`src/design/awt_defines.svh`:
```
`ifndef AWT_DEFINES_SVH
`define AWT_DEFINES_SVH

// ----------------------------------------
// Register offsets
// ----------------------------------------
`define AWT_OFS_CTRL_STAT    2'h0
`define AWT_OFS_PRESC_SEL    2'h1
`define AWT_OFS_TBASE_SEL    2'h2

// ----------------------------------------
// Field positions and reset values
// ----------------------------------------
`define AWT_BIT_FLAG         5
`define AWT_BIT_ENABLE       4
`define AWT_BIT_MEASURE      0
`define AWT_PRESC_RESET      6'h3f
`define AWT_TBASE_RESET      4'h0
`define AWT_TBASE_OFF        4'h0
`define AWT_TBASE_X5         4'he
`define AWT_TBASE_X30        4'hf
`define AWT_RDATA_NONE       8'h00

// ----------------------------------------
// Interval lengths in prescaler ticks
// ----------------------------------------
`define AWT_LEN_X5           16'h2800
`define AWT_LEN_X30          16'hf000
`define AWT_LEN_ONE          16'h0001

// ----------------------------------------
// Crystal path divider, in crystal edges
// ----------------------------------------
`define AWT_XTAL_DIV_LAST    4'hf

`endif

```
`src/design/awt_pkg.sv`:
```
package awt_pkg;

   typedef enum logic {
      awt_src_rc,
      awt_src_xtal
   } awt_src_e;

   typedef enum logic {
      awt_tmr_idle,
      awt_tmr_run
   } awt_tmr_state_e;

   typedef enum logic [1:0] {
      awt_core_run,
      awt_core_halt,
      awt_core_wait
   } awt_core_state_e;

endpackage

```
`src/design/awt_if.sv`:
```
`timescale 1ns/1ps
interface awt_if;
   logic [1:0] reg_addr;
   logic [7:0] reg_wdata;
   logic       reg_wr;
   logic       reg_rd;
   logic [7:0] reg_rdata;
   logic       halt_active;
   logic       wait_active;
   logic       wakeup;
   logic       ls_capture;

   modport dev (
      input  reg_addr,
      input  reg_wdata,
      input  reg_wr,
      input  reg_rd,
      output reg_rdata,
      input  halt_active,
      input  wait_active,
      output wakeup,
      output ls_capture
   );

   modport core (
      output reg_addr,
      output reg_wdata,
      output reg_wr,
      output reg_rd,
      input  reg_rdata,
      output halt_active,
      output wait_active,
      input  wakeup,
      input  ls_capture
   );
endinterface

```
`src/design/awt_device.sv`:
```
`timescale 1ns/1ps
`include "awt_defines.svh"
module awt_device (
   input  wire logic              clk_sys,
   input  wire logic              rst_b,
   input  wire logic              low_speed_rc_osc,
   input  wire logic              ext_crystal_osc,
   input  wire awt_pkg::awt_src_e ls_src_sel,
   awt_if.dev                     bus
);
   import awt_pkg::*;

   // ----------------------------------------
   // Interval decode
   // ----------------------------------------
   function automatic logic [15:0] interval_len(input logic [3:0] tb);
      logic [15:0] len;
      len = 16'h0000;
      case (tb)
         `AWT_TBASE_OFF: len = 16'h0000;
         `AWT_TBASE_X5:  len = `AWT_LEN_X5;
         `AWT_TBASE_X30: len = `AWT_LEN_X30;
         default:        len = `AWT_LEN_ONE << (tb - 4'h1);
      endcase
      return len;
   endfunction

   // ----------------------------------------
   // Registers and state
   // ----------------------------------------
   logic           rc_s1;
   logic           rc_s2;
   logic           rc_s3;
   logic           xt_s1;
   logic           xt_s2;
   logic           xt_s3;
   logic [3:0]     xt_div_cnt;
   logic           xt_div_lvl;
   logic           xt_tick;
   logic           ls_tick;
   logic           ls_level;
   logic           wakeup_flag;
   logic           wakeup_enable;
   logic           lsclk_measure_connect;
   logic [5:0]     async_prescale_sel;
   logic [3:0]     timebase_sel;
   logic           lp;
   logic           lp_d;
   logic           lp_entry;
   awt_tmr_state_e tmr_state;
   logic [5:0]     presc_cnt;
   logic [15:0]    rank_cnt;
   logic           presc_on;
   logic           pre_tick;
   logic           expire;
   logic           flag_read;

   // ----------------------------------------
   // Low-speed clock source
   // ----------------------------------------
   // Both oscillators are foreign to clk_sys; two flops before any use
   always_ff @(posedge clk_sys or negedge rst_b) begin
      if (!rst_b) begin
         rc_s1 <= 1'b0;
         rc_s2 <= 1'b0;
         rc_s3 <= 1'b0;
         xt_s1 <= 1'b0;
         xt_s2 <= 1'b0;
         xt_s3 <= 1'b0;
      end else begin
         rc_s1 <= low_speed_rc_osc;
         rc_s2 <= rc_s1;
         rc_s3 <= rc_s2;
         xt_s1 <= ext_crystal_osc;
         xt_s2 <= xt_s1;
         xt_s3 <= xt_s2;
      end
   end

   // Crystal path divided down; clk_sys must run well above crystal rate
   always_ff @(posedge clk_sys or negedge rst_b) begin
      if (!rst_b) begin
         xt_div_cnt <= 4'h0;
         xt_div_lvl <= 1'b0;
      end else if (xt_s2 && !xt_s3) begin
         if (xt_div_cnt == `AWT_XTAL_DIV_LAST) begin
            xt_div_cnt <= 4'h0;
            xt_div_lvl <= ~xt_div_lvl;
         end else begin
            xt_div_cnt <= xt_div_cnt + 4'h1;
         end
      end
   end

   assign xt_tick  = xt_s2 && !xt_s3 && (xt_div_cnt == `AWT_XTAL_DIV_LAST) && xt_div_lvl;
   assign ls_tick  = (ls_src_sel == awt_src_rc) ? (rc_s2 && !rc_s3) : xt_tick;
   assign ls_level = (ls_src_sel == awt_src_rc) ? rc_s2 : xt_div_lvl;

   // ----------------------------------------
   // Register writes
   // ----------------------------------------
   always_ff @(posedge clk_sys or negedge rst_b) begin
      if (!rst_b) begin
         wakeup_enable         <= 1'b0;
         lsclk_measure_connect <= 1'b0;
         async_prescale_sel    <= `AWT_PRESC_RESET;
         timebase_sel          <= `AWT_TBASE_RESET;
      end else if (bus.reg_wr) begin
         case (bus.reg_addr)
            `AWT_OFS_CTRL_STAT: begin
               wakeup_enable         <= bus.reg_wdata[`AWT_BIT_ENABLE];
               lsclk_measure_connect <= bus.reg_wdata[`AWT_BIT_MEASURE];
            end
            `AWT_OFS_PRESC_SEL: async_prescale_sel <= bus.reg_wdata[5:0];
            `AWT_OFS_TBASE_SEL: timebase_sel <= bus.reg_wdata[3:0];
            default: ;
         endcase
      end
   end

   // ----------------------------------------
   // Register reads
   // ----------------------------------------
   assign flag_read = bus.reg_rd && (bus.reg_addr == `AWT_OFS_CTRL_STAT);

   always_ff @(posedge clk_sys or negedge rst_b) begin
      if (!rst_b) begin
         bus.reg_rdata <= `AWT_RDATA_NONE;
      end else if (bus.reg_rd) begin
         case (bus.reg_addr)
            `AWT_OFS_CTRL_STAT: bus.reg_rdata <= {2'b00, wakeup_flag, wakeup_enable,
                                                  3'b000, lsclk_measure_connect};
            `AWT_OFS_PRESC_SEL: bus.reg_rdata <= {2'b00, async_prescale_sel};
            `AWT_OFS_TBASE_SEL: bus.reg_rdata <= {4'h0, timebase_sel};
            default:            bus.reg_rdata <= `AWT_RDATA_NONE;
         endcase
      end
   end

   // Set beats the read-clear so a wakeup in the read cycle is kept
   always_ff @(posedge clk_sys or negedge rst_b) begin
      if (!rst_b) begin
         wakeup_flag <= 1'b0;
      end else if (expire) begin
         wakeup_flag <= 1'b1;
      end else if (flag_read) begin
         wakeup_flag <= 1'b0;
      end
   end

   // ----------------------------------------
   // Low-power entry
   // ----------------------------------------
   assign lp       = bus.halt_active || bus.wait_active;
   assign lp_entry = lp && !lp_d;

   always_ff @(posedge clk_sys or negedge rst_b) begin
      if (!rst_b) begin
         lp_d <= 1'b0;
      end else begin
         lp_d <= lp;
      end
   end

   always_ff @(posedge clk_sys or negedge rst_b) begin
      if (!rst_b) begin
         tmr_state <= awt_tmr_idle;
      end else begin
         case (tmr_state)
            awt_tmr_idle: begin
               if (lp_entry && wakeup_enable && timebase_sel != `AWT_TBASE_OFF) begin
                  tmr_state <= awt_tmr_run;
               end
            end
            awt_tmr_run: begin
               if (!lp || !wakeup_enable || timebase_sel == `AWT_TBASE_OFF) begin
                  tmr_state <= awt_tmr_idle;
               end
            end
            default: tmr_state <= awt_tmr_idle;
         endcase
      end
   end

   // ----------------------------------------
   // Prescaler and rank counter
   // ----------------------------------------
   assign presc_on = (tmr_state == awt_tmr_run)
                     && (async_prescale_sel != `AWT_PRESC_RESET);
   // Factor is field plus two, so terminal count is field plus one
   assign pre_tick = presc_on && ls_tick
                     && (presc_cnt == async_prescale_sel + 6'h01);
   assign expire   = pre_tick && (rank_cnt == interval_len(timebase_sel) - 16'h0001);

   always_ff @(posedge clk_sys or negedge rst_b) begin
      if (!rst_b) begin
         presc_cnt <= 6'h00;
      end else if (lp_entry || !presc_on || pre_tick) begin
         presc_cnt <= 6'h00;
      end else if (ls_tick) begin
         presc_cnt <= presc_cnt + 6'h01;
      end
   end

   always_ff @(posedge clk_sys or negedge rst_b) begin
      if (!rst_b) begin
         rank_cnt <= 16'h0000;
      end else if (lp_entry || tmr_state != awt_tmr_run || expire) begin
         rank_cnt <= 16'h0000;
      end else if (pre_tick) begin
         rank_cnt <= rank_cnt + 16'h0001;
      end
   end

   // ----------------------------------------
   // Outputs to the core
   // ----------------------------------------
   always_ff @(posedge clk_sys or negedge rst_b) begin
      if (!rst_b) begin
         bus.wakeup     <= 1'b0;
         bus.ls_capture <= 1'b0;
      end else begin
         bus.wakeup     <= expire;
         bus.ls_capture <= lsclk_measure_connect && ls_level;
      end
   end

endmodule

```
`src/flat_wrapper.sv`:
```
// flat-port wrapper written by rule: the top's interface ports become plain ports
module awt_device_flat import awt_pkg::*;
  (clk_sys, rst_b, low_speed_rc_osc, ext_crystal_osc, ls_src_sel, bus_reg_addr, bus_reg_wdata, bus_reg_wr, bus_reg_rd, bus_reg_rdata, bus_halt_active, bus_wait_active, bus_wakeup, bus_ls_capture);
  awt_if bus_i ();
  input  wire logic clk_sys;
  input  wire logic rst_b;
  input  wire logic low_speed_rc_osc;
  input  wire logic ext_crystal_osc;
  input  wire awt_pkg::awt_src_e ls_src_sel;
  input wire logic [$bits(bus_i.reg_addr)-1:0] bus_reg_addr;
  input wire logic [$bits(bus_i.reg_wdata)-1:0] bus_reg_wdata;
  input wire logic [$bits(bus_i.reg_wr)-1:0] bus_reg_wr;
  input wire logic [$bits(bus_i.reg_rd)-1:0] bus_reg_rd;
  output wire logic [$bits(bus_i.reg_rdata)-1:0] bus_reg_rdata;
  input wire logic [$bits(bus_i.halt_active)-1:0] bus_halt_active;
  input wire logic [$bits(bus_i.wait_active)-1:0] bus_wait_active;
  output wire logic [$bits(bus_i.wakeup)-1:0] bus_wakeup;
  output wire logic [$bits(bus_i.ls_capture)-1:0] bus_ls_capture;
  assign bus_i.reg_addr = bus_reg_addr;
  assign bus_i.reg_wdata = bus_reg_wdata;
  assign bus_i.reg_wr = bus_reg_wr;
  assign bus_i.reg_rd = bus_reg_rd;
  assign bus_reg_rdata = bus_i.reg_rdata;
  assign bus_i.halt_active = bus_halt_active;
  assign bus_i.wait_active = bus_wait_active;
  assign bus_wakeup = bus_i.wakeup;
  assign bus_ls_capture = bus_i.ls_capture;
  awt_device u_core (.clk_sys(clk_sys), .rst_b(rst_b), .low_speed_rc_osc(low_speed_rc_osc), .ext_crystal_osc(ext_crystal_osc), .ls_src_sel(ls_src_sel), .bus(bus_i));
endmodule
```
`config.mk`:
```
export PLATFORM = sky130hd
export DESIGN_NAME = awt_device_flat
export DESIGN_NICKNAME = d
export VERILOG_FILES = /design/src/design/awt_pkg.sv /design/src/design/awt_if.sv /design/src/design/awt_device.sv /design/src/flat_wrapper.sv
export VERILOG_INCLUDE_DIRS = /design/src /design/src/design
export SDC_FILE = /design/constraint.sdc
export NUM_CORES = 1
export LEC_CHECK = 0
export ABC_CLOCK_PERIOD_IN_PS = 5140
export BUFFER_PORTS_ARGS = -buffer_cell sky130_fd_sc_hd__buf_2
export CORE_MARGIN = 2
export CORE_UTILIZATION = 26
export DETAILED_ROUTE_END_ITERATION = 16
export RECOVER_POWER = 50
export SLEW_MARGIN = 5
export SYNTH_ARGS = -nofsm -noshare
export SYNTH_HDL_FRONTEND = slang
export SYNTH_SLANG_ARGS = --single-unit
```
`constraint.sdc`:
```
create_clock -name clk_sys -period 5.14 [get_ports clk_sys]
set_input_delay 0.514 -clock clk_sys [delete_from_list [all_inputs] [get_ports clk_sys]]
set_output_delay 0.514 -clock clk_sys [all_outputs]
set_load 0.005 [all_outputs]
```
# ---- After elaboration in Yosys (flattened, before gate mapping)
# Cells that the tools add are included.
dict set report classes {
  add_sub_neg 6
  eq_ne 8
  shift 1
  muxes 14
  bitwise_logic 2
  reduce_logical 36
}
# op count
set op_table {}
lappend op_table {{one-hot mux 16 bit (3 select lines)} 1}
lappend op_table {{2-to-1 mux 16 bit} 2}
lappend op_table {{one-hot mux 6 bit (3 select lines)} 1}
lappend op_table {{adder 16 x 1 -> 16 bit, second input constant} 1}
lappend op_table {{== test 16 bit} 1}
lappend op_table {{left shift 1 x 4 -> 16 bit, first input constant} 1}
lappend op_table {{subtractor 16 x 1 -> 16 bit, second input constant} 1}
lappend op_table {{logical AND 1 bit} 13}
lappend op_table {{adder 6 x 1 -> 6 bit, second input constant} 2}
lappend op_table {{== test 4 bit, second input constant} 3}
lappend op_table {{2-to-1 mux 6 bit} 2}
lappend op_table {{AND reduction 2 bit} 4}
lappend op_table {{logical OR 1 bit} 7}
lappend op_table {{== test 6 bit} 1}
lappend op_table {{logical NOT 1 bit} 6}
lappend op_table {{2-to-1 mux 1 bit} 6}
lappend op_table {{!= test 6 bit, second input constant} 1}
lappend op_table {{nonzero test 2 bit} 3}
lappend op_table {{adder 4 x 1 -> 4 bit, second input constant} 1}
lappend op_table {{logical NOT 4 bit} 1}
lappend op_table {{2-to-1 mux 4 bit} 1}
lappend op_table {{nonzero test 4 bit} 1}
lappend op_table {{subtractor 4 x 1 -> 4 bit, second input constant} 1}
lappend op_table {{== test 2 x 1 -> 1 bit, second input constant} 1}
lappend op_table {{4 further kinds} 5}
dict set report totals {
  ff_bits 58
  input_bits 19
  output_inout_bits 10
  elab_cells 87
}

# ---- Longest topological paths before layout
dict set report logic_depth {
  ltp_word 10
  mapped_depth 14
  ltp_nobuf 10
}

# ---- Least setup slack after synthesis
# No wires, ideal clock.
dict set report synth_timing {
  path_kind {flip-flop to flip-flop}
  startpoint {register u_core.timebase_sel[2]}
  endpoint {register u_core.rank_cnt[12]}
  setup_time_ns 0.137
  arrival_ns 2.808
  t_required_ns 5.003
  setup_slack_ns 2.195
  path_stages_with_launch 14
  n_path_buf 4
  period_less_slack_ns 2.945
  cell_sequence {dfrtp_1 > buf_2 > buf_2 > nor2_1 > nand3_1 > ha_1 > buf_2 > o31ai_1 > a22oi_2 > xnor2_1 > or4_4 > nor3_4 > buf_6 > nor3_1}
}
dict set report synth_via {
  elab_chain_len 8
  word_cells_on_any_way 12
  classes_between {2 x add/sub; 3 x eq/ne; 1 x shift; 2 x mux; 4 x reduce/logical}
}
# element line_no
set synth_lines {}
lappend synth_lines {{from (decl)} awt_device.sv:46} ;# logic [3:0] timebase_sel;
lappend synth_lines {{from (signal assigned)} awt_device.sv:107} ;# timebase_sel <= `AWT_TBASE_RESET;
lappend synth_lines {{from (signal assigned)} awt_device.sv:115} ;# `AWT_OFS_TBASE_SEL: timebase_sel <= bus.reg_wdata[3:0];
lappend synth_lines {{subtractor 4 x 1 -> 4 bit} awt_device.sv:23} ;# default: len = `AWT_LEN_ONE << (tb - 4'h1);
lappend synth_lines {{left shift 1 x 4 -> 16 bit (no source line)} n/a}
lappend synth_lines {{one-hot mux 16 bit (3 select lines) (*)} awt_device.sv:19} ;# case (tb)
lappend synth_lines {{subtractor 16 x 1 -> 16 bit (*)} awt_device.sv:193} ;# assign expire = pre_tick && (rank_cnt == interval_len(timebase_sel) - 16'h0001);
lappend synth_lines {{== test 16 bit (*)} awt_device.sv:193}
lappend synth_lines {{logical AND 1 bit (*)} awt_device.sv:193}
lappend synth_lines {{named net u_core.expire} awt_device.sv:55} ;# logic expire;
lappend synth_lines {{logical OR 1 bit (*)} awt_device.sv:208} ;# end else if (lp_entry || tmr_state != awt_tmr_run || expire) begin
lappend synth_lines {{2-to-1 mux 16 bit / nonzero test 2 bit (equally long branches)} n/a}
lappend synth_lines {{to (signal assigned)} awt_device.sv:211} ;# rank_cnt <= rank_cnt + 16'h0001;
lappend synth_lines {{to (decl)} awt_device.sv:52} ;# logic [15:0] rank_cnt;
# Mark *: on every way through the listed nets, which the timed path passes. The rest lies on a longest branch.
# A chain may end at the register's enable or synchronous reset.

# ---- Worst setup path in the final report
dict set report layout_timing {
  startpoint {register u_core.timebase_sel[3]}
  endpoint {register u_core.rank_cnt[14]}
}
dict set report layout_via {
  elab_chain_len 8
  word_cells_on_any_way 12
  classes_between {2 x add/sub; 3 x eq/ne; 1 x shift; 2 x mux; 4 x reduce/logical}
}
# element line_no
set layout_lines {}
lappend layout_lines {{subtractor 4 x 1 -> 4 bit} awt_device.sv:23}
lappend layout_lines {{left shift 1 x 4 -> 16 bit (no source line)} n/a}
lappend layout_lines {{one-hot mux 16 bit (3 select lines) (*)} awt_device.sv:19}
lappend layout_lines {{subtractor 16 x 1 -> 16 bit (*)} awt_device.sv:193}
lappend layout_lines {{== test 16 bit (*)} awt_device.sv:193}
lappend layout_lines {{logical AND 1 bit (*)} awt_device.sv:193}
lappend layout_lines {{logical OR 1 bit (*)} awt_device.sv:208}
lappend layout_lines {{2-to-1 mux 16 bit / nonzero test 2 bit (equally long branches)} n/a}
# Every way passes the cells marked *; elsewhere a longest branch is shown, timed or not.

==> results.sh <==
export IMPL_end_kind="flip-flop"
export IMPL_clk_pin_slew_ns=0.07
export IMPL_clock_skew_ns=0.00595
export IMPL_clk_latency_ns=0.29
export IMPL_fmax_mhz=249
export IMPL_cts_sinks=56
export IMPL_final_util=0.295
export IMPL_ys_ff_latch=56
export IMPL_fin_setup_tns_ns=0
export IMPL_die_area_mm2=0.0144
export IMPL_synth_commonest_cells="dfrtp_1 (50), nand2_1 (31), nor2_1 (28)"
export IMPL_root_buffer="clkbuf_16"
export IMPL_die_y_um=120
export IMPL_port_buffers=24
export IMPL_grt_use_total=0.117
export IMPL_drtPass1Iterations=4
export IMPL_ys_types=62
export IMPL_ys_flop_type="dfrtp_1"
export IMPL_powerDensity_mw_per_mm2=317
export IMPL_via_count=2772
export IMPL_die_w_um=120
export IMPL_critPathLaunchType="flip-flop"
export IMPL_worstSetupPathType="reg2reg"
export IMPL_leakagePower_nw=1.52
export IMPL_grt_ovfl_total=0
export IMPL_hold_viol_final=0
export IMPL_finalMaxSlewViolations=57
export IMPL_final_setup_viol_count=0
export IMPL_yosysMostFrequentCell="dfrtp_1"
export IMPL_yosysTopAreaCell="dfrtp_1"
export IMPL_antenna_found_initial=0
export IMPL_status="finished with violations"
export IMPL_hold_path_class="in2reg"
export IMPL_period_minus_slack_ns=4.02
export IMPL_cp_max_fo=30
export IMPL_cts_resized_gates=0
export IMPL_relSlewSlack=-1.03
export IMPL_viasPerCell=4.95
export IMPL_initial_core_util=0.265
export IMPL_gp_congestion=0.835
export IMPL_ir_drop_mv=0.154
export IMPL_hold_buffers=0
export IMPL_avgRoutedWirePerCell_um=14.3
export IMPL_grt_pass1_wl_um=13600
export IMPL_synth_top_area_share=0.358
export IMPL_grt_max_degree=57
export IMPL_dpl_hpwl_um=5710
export IMPL_synth_area_per_cell_um2=9.38
export IMPL_synth_cells=373
export IMPL_cp_slowest_cell="dfrtp_1"
export IMPL_drcViolationCount=0
export IMPL_violations="capacitance limit, slew limit"
export IMPL_drt_total_wl_um=7990
export IMPL_antenna_left=0
export IMPL_worst_slew_pin_slew_ns=3.04
export IMPL_cp_arrival_ns=4.16
export IMPL_nNetsFinal=407
export IMPL_multi_input_area_mm2=0.00192
export IMPL_rows=42
export IMPL_cpPeakStageDelay_ns=0.93
export IMPL_synth_area_leaders="dfrtp_1 (36%), xnor2_1 (5.5%), dfstp_2 (4.5%), mux2_2 (3.9%), nand2_1 (3.3%)"
export IMPL_ioPinCount=29
export IMPL_post_cts_setup_buffer_count=0
export IMPL_n_antenna_cell=0
export IMPL_period_share=0.781
export IMPL_crit_required_ns=5.29
export IMPL_clockBufferDepth=2
export IMPL_max_cap_violations=1
export IMPL_layout_drive_gt1_share=0.172
export IMPL_cts_tree="done"
export IMPL_synth_seq_area_share=0.403
export IMPL_synth_edf_count=0
export IMPL_core_mm2=0.0132
export IMPL_fin_cells=560
export IMPL_synthesis_area_mm2=0.00350
export IMPL_crit_chain="inv_1 > nand3_1 > ha_1 > nor2b_1 > a311o_2 > nor4bb_1 > nand4_1 > nor3_4 > nor3_1"
export IMPL_dp_cells=552
export IMPL_grt_setup_unrepaired="no"
export IMPL_ys_warnings_count=0
export IMPL_synth_async_reset_ratio=1.00
export IMPL_h_tree_depth=2
export IMPL_grt_pass1_vias=2696
export IMPL_syn2layout_area_growth_pct=11.2
export IMPL_num_fill_cells=1371
export IMPL_final_seq_area_mm2=0.00141
export IMPL_cts_buffers=5
export IMPL_drtIter0Drc=151
[area by class of cell]
class,instances,share of cell area
flip-flops and latches,56,0.362
inverters,11,0.0106
clock inverters,3,0.0119
repair buffers,26,0.0338
well taps,176,0.0566
multi-input cells,283,0.493
clock buffers,5,0.0322
[registers in the layout (all words and copies together) (netlist names)]
| name | flops |
|---|---|
| u_core.wakeup_enable | 1 |
| u_core.async_prescale_sel | 6 |
| u_core.timebase_sel | 4 |
| u_core.rc_s3 | 1 |
| u_core.xt_div_cnt | 4 |
| u_core.bus.wakeup | 1 |
| u_core.rc_s2 | 1 |
| u_core.xt_s3 | 1 |
| u_core.tmr_state | 1 |
| u_core.xt_s2 | 1 |
| u_core.xt_s1 | 1 |
| u_core.rc_s1 | 1 |
| u_core.lsclk_measure_connect | 1 |
| u_core.rank_cnt | 16 |
| u_core.bus.reg_rdata | 6 |
| u_core.bus.ls_capture | 1 |
| u_core.lp_d | 1 |
| u_core.xt_div_lvl | 1 |
| u_core.presc_cnt | 6 |
| u_core.wakeup_flag | 1 |
[routing by layer]
layer  vias up  GRT usage  routed length [um]
li1       1354          -                   -
met5         -          0                   0
met2        67      0.184                3730
met3        15     0.0157                 307
met1      1336      0.162                3770
met4         0     0.0478                 176
[through the flow]
stage | power (mW) | setup slack [ns] | cell area [um2] | hold slack, ns
2_1_floorplan | 0.774 | 2.19 | 3500 | 0.218
3_3_place_gp | 0.839 | 1.25 | 3720 | 0.334
3_5_place_dp | 0.846 | 1.19 | 3720 | 0.339
4_1_cts | 1.25 | 1.16 | 3890 | 0.310
5_1_grt | 1.32 | 0.833 | 3890 | 0.301
6_report | 1.23 | 1.12 | 3890 | 0.319
[power by group]
group          total, mW  internal (mW)  switching [mW]
combinational      0.262          0.122           0.140
sequential         0.576          0.491          0.0851
clock              0.396          0.233           0.164
[layout by cell type (no fill, tap or decap), drive strengths merged, types with 2 or more instances in the layout]
cell type	instances
xnor2	22
clkbuf	6
or3	2
ha	5
nand4	8
dfrtp	50
a22oi	4
nor3b	4
buf	25
o22ai	4
inv	12
nand2	31
nor2	28
a21boi	3
o311ai	2
a21o	2
or3b	2
mux2	12
nor2b	8
a311oi	2
mux2i	7
and3	5
and4	2
nor3	25
o31ai	2
o211ai	5
nor4	6
o21ai	18
a211oi	3
xor2	10
conb	2
nand3	13
nor4bb	4
dfstp	6
and2	2
nand2b	6
a21oi	20
[critical path: cells and delay by family, from the launching register on]
kind / cells / cell delay (ns)
AO/OA/AOI/OAI: 1 / 0.21
adder cells (fa/ha/maj): 1 / 0.52
buffers and inverters: 1 / 0.35
flip-flops: 1 / 0.93
AND/OR/NAND/NOR: 6 / 1.85
[final timing paths]
kind,end,from,slack [ns],depth (start not counted)
setup / recovery,u_core.rank_cnt[14],u_core.timebase_sel[3],1.12,9
min in group asynchronous,u_core.rank_cnt[2],rst_b,1.30,2
hold reg to reg,u_core.xt_s2,u_core.xt_s1,0.36,0
hold / removal,u_core.xt_s1,ext_crystal_osc,0.32,1
max in group asynchronous,u_core.bus.ls_capture,rst_b,2.09,2
setup reg to reg,u_core.rank_cnt[14],u_core.timebase_sel[3],1.12,9
[kinds of logic (layout without fill, tap and decap cells)]
family          after synthesis  after routing  share of synthesized area
other cells                   1              2                    0.00107
flops                        56             56                      0.403
fa+ha+maj                     5              5                     0.0179
compound gates               75             75                      0.149
buf+inv                      35             45                     0.0508
xor+xnor                     32             32                     0.0801
simple gates                150            150                      0.240
mux                          19             19                     0.0586
Note: power is estimated with default switching activity, not from simulation.
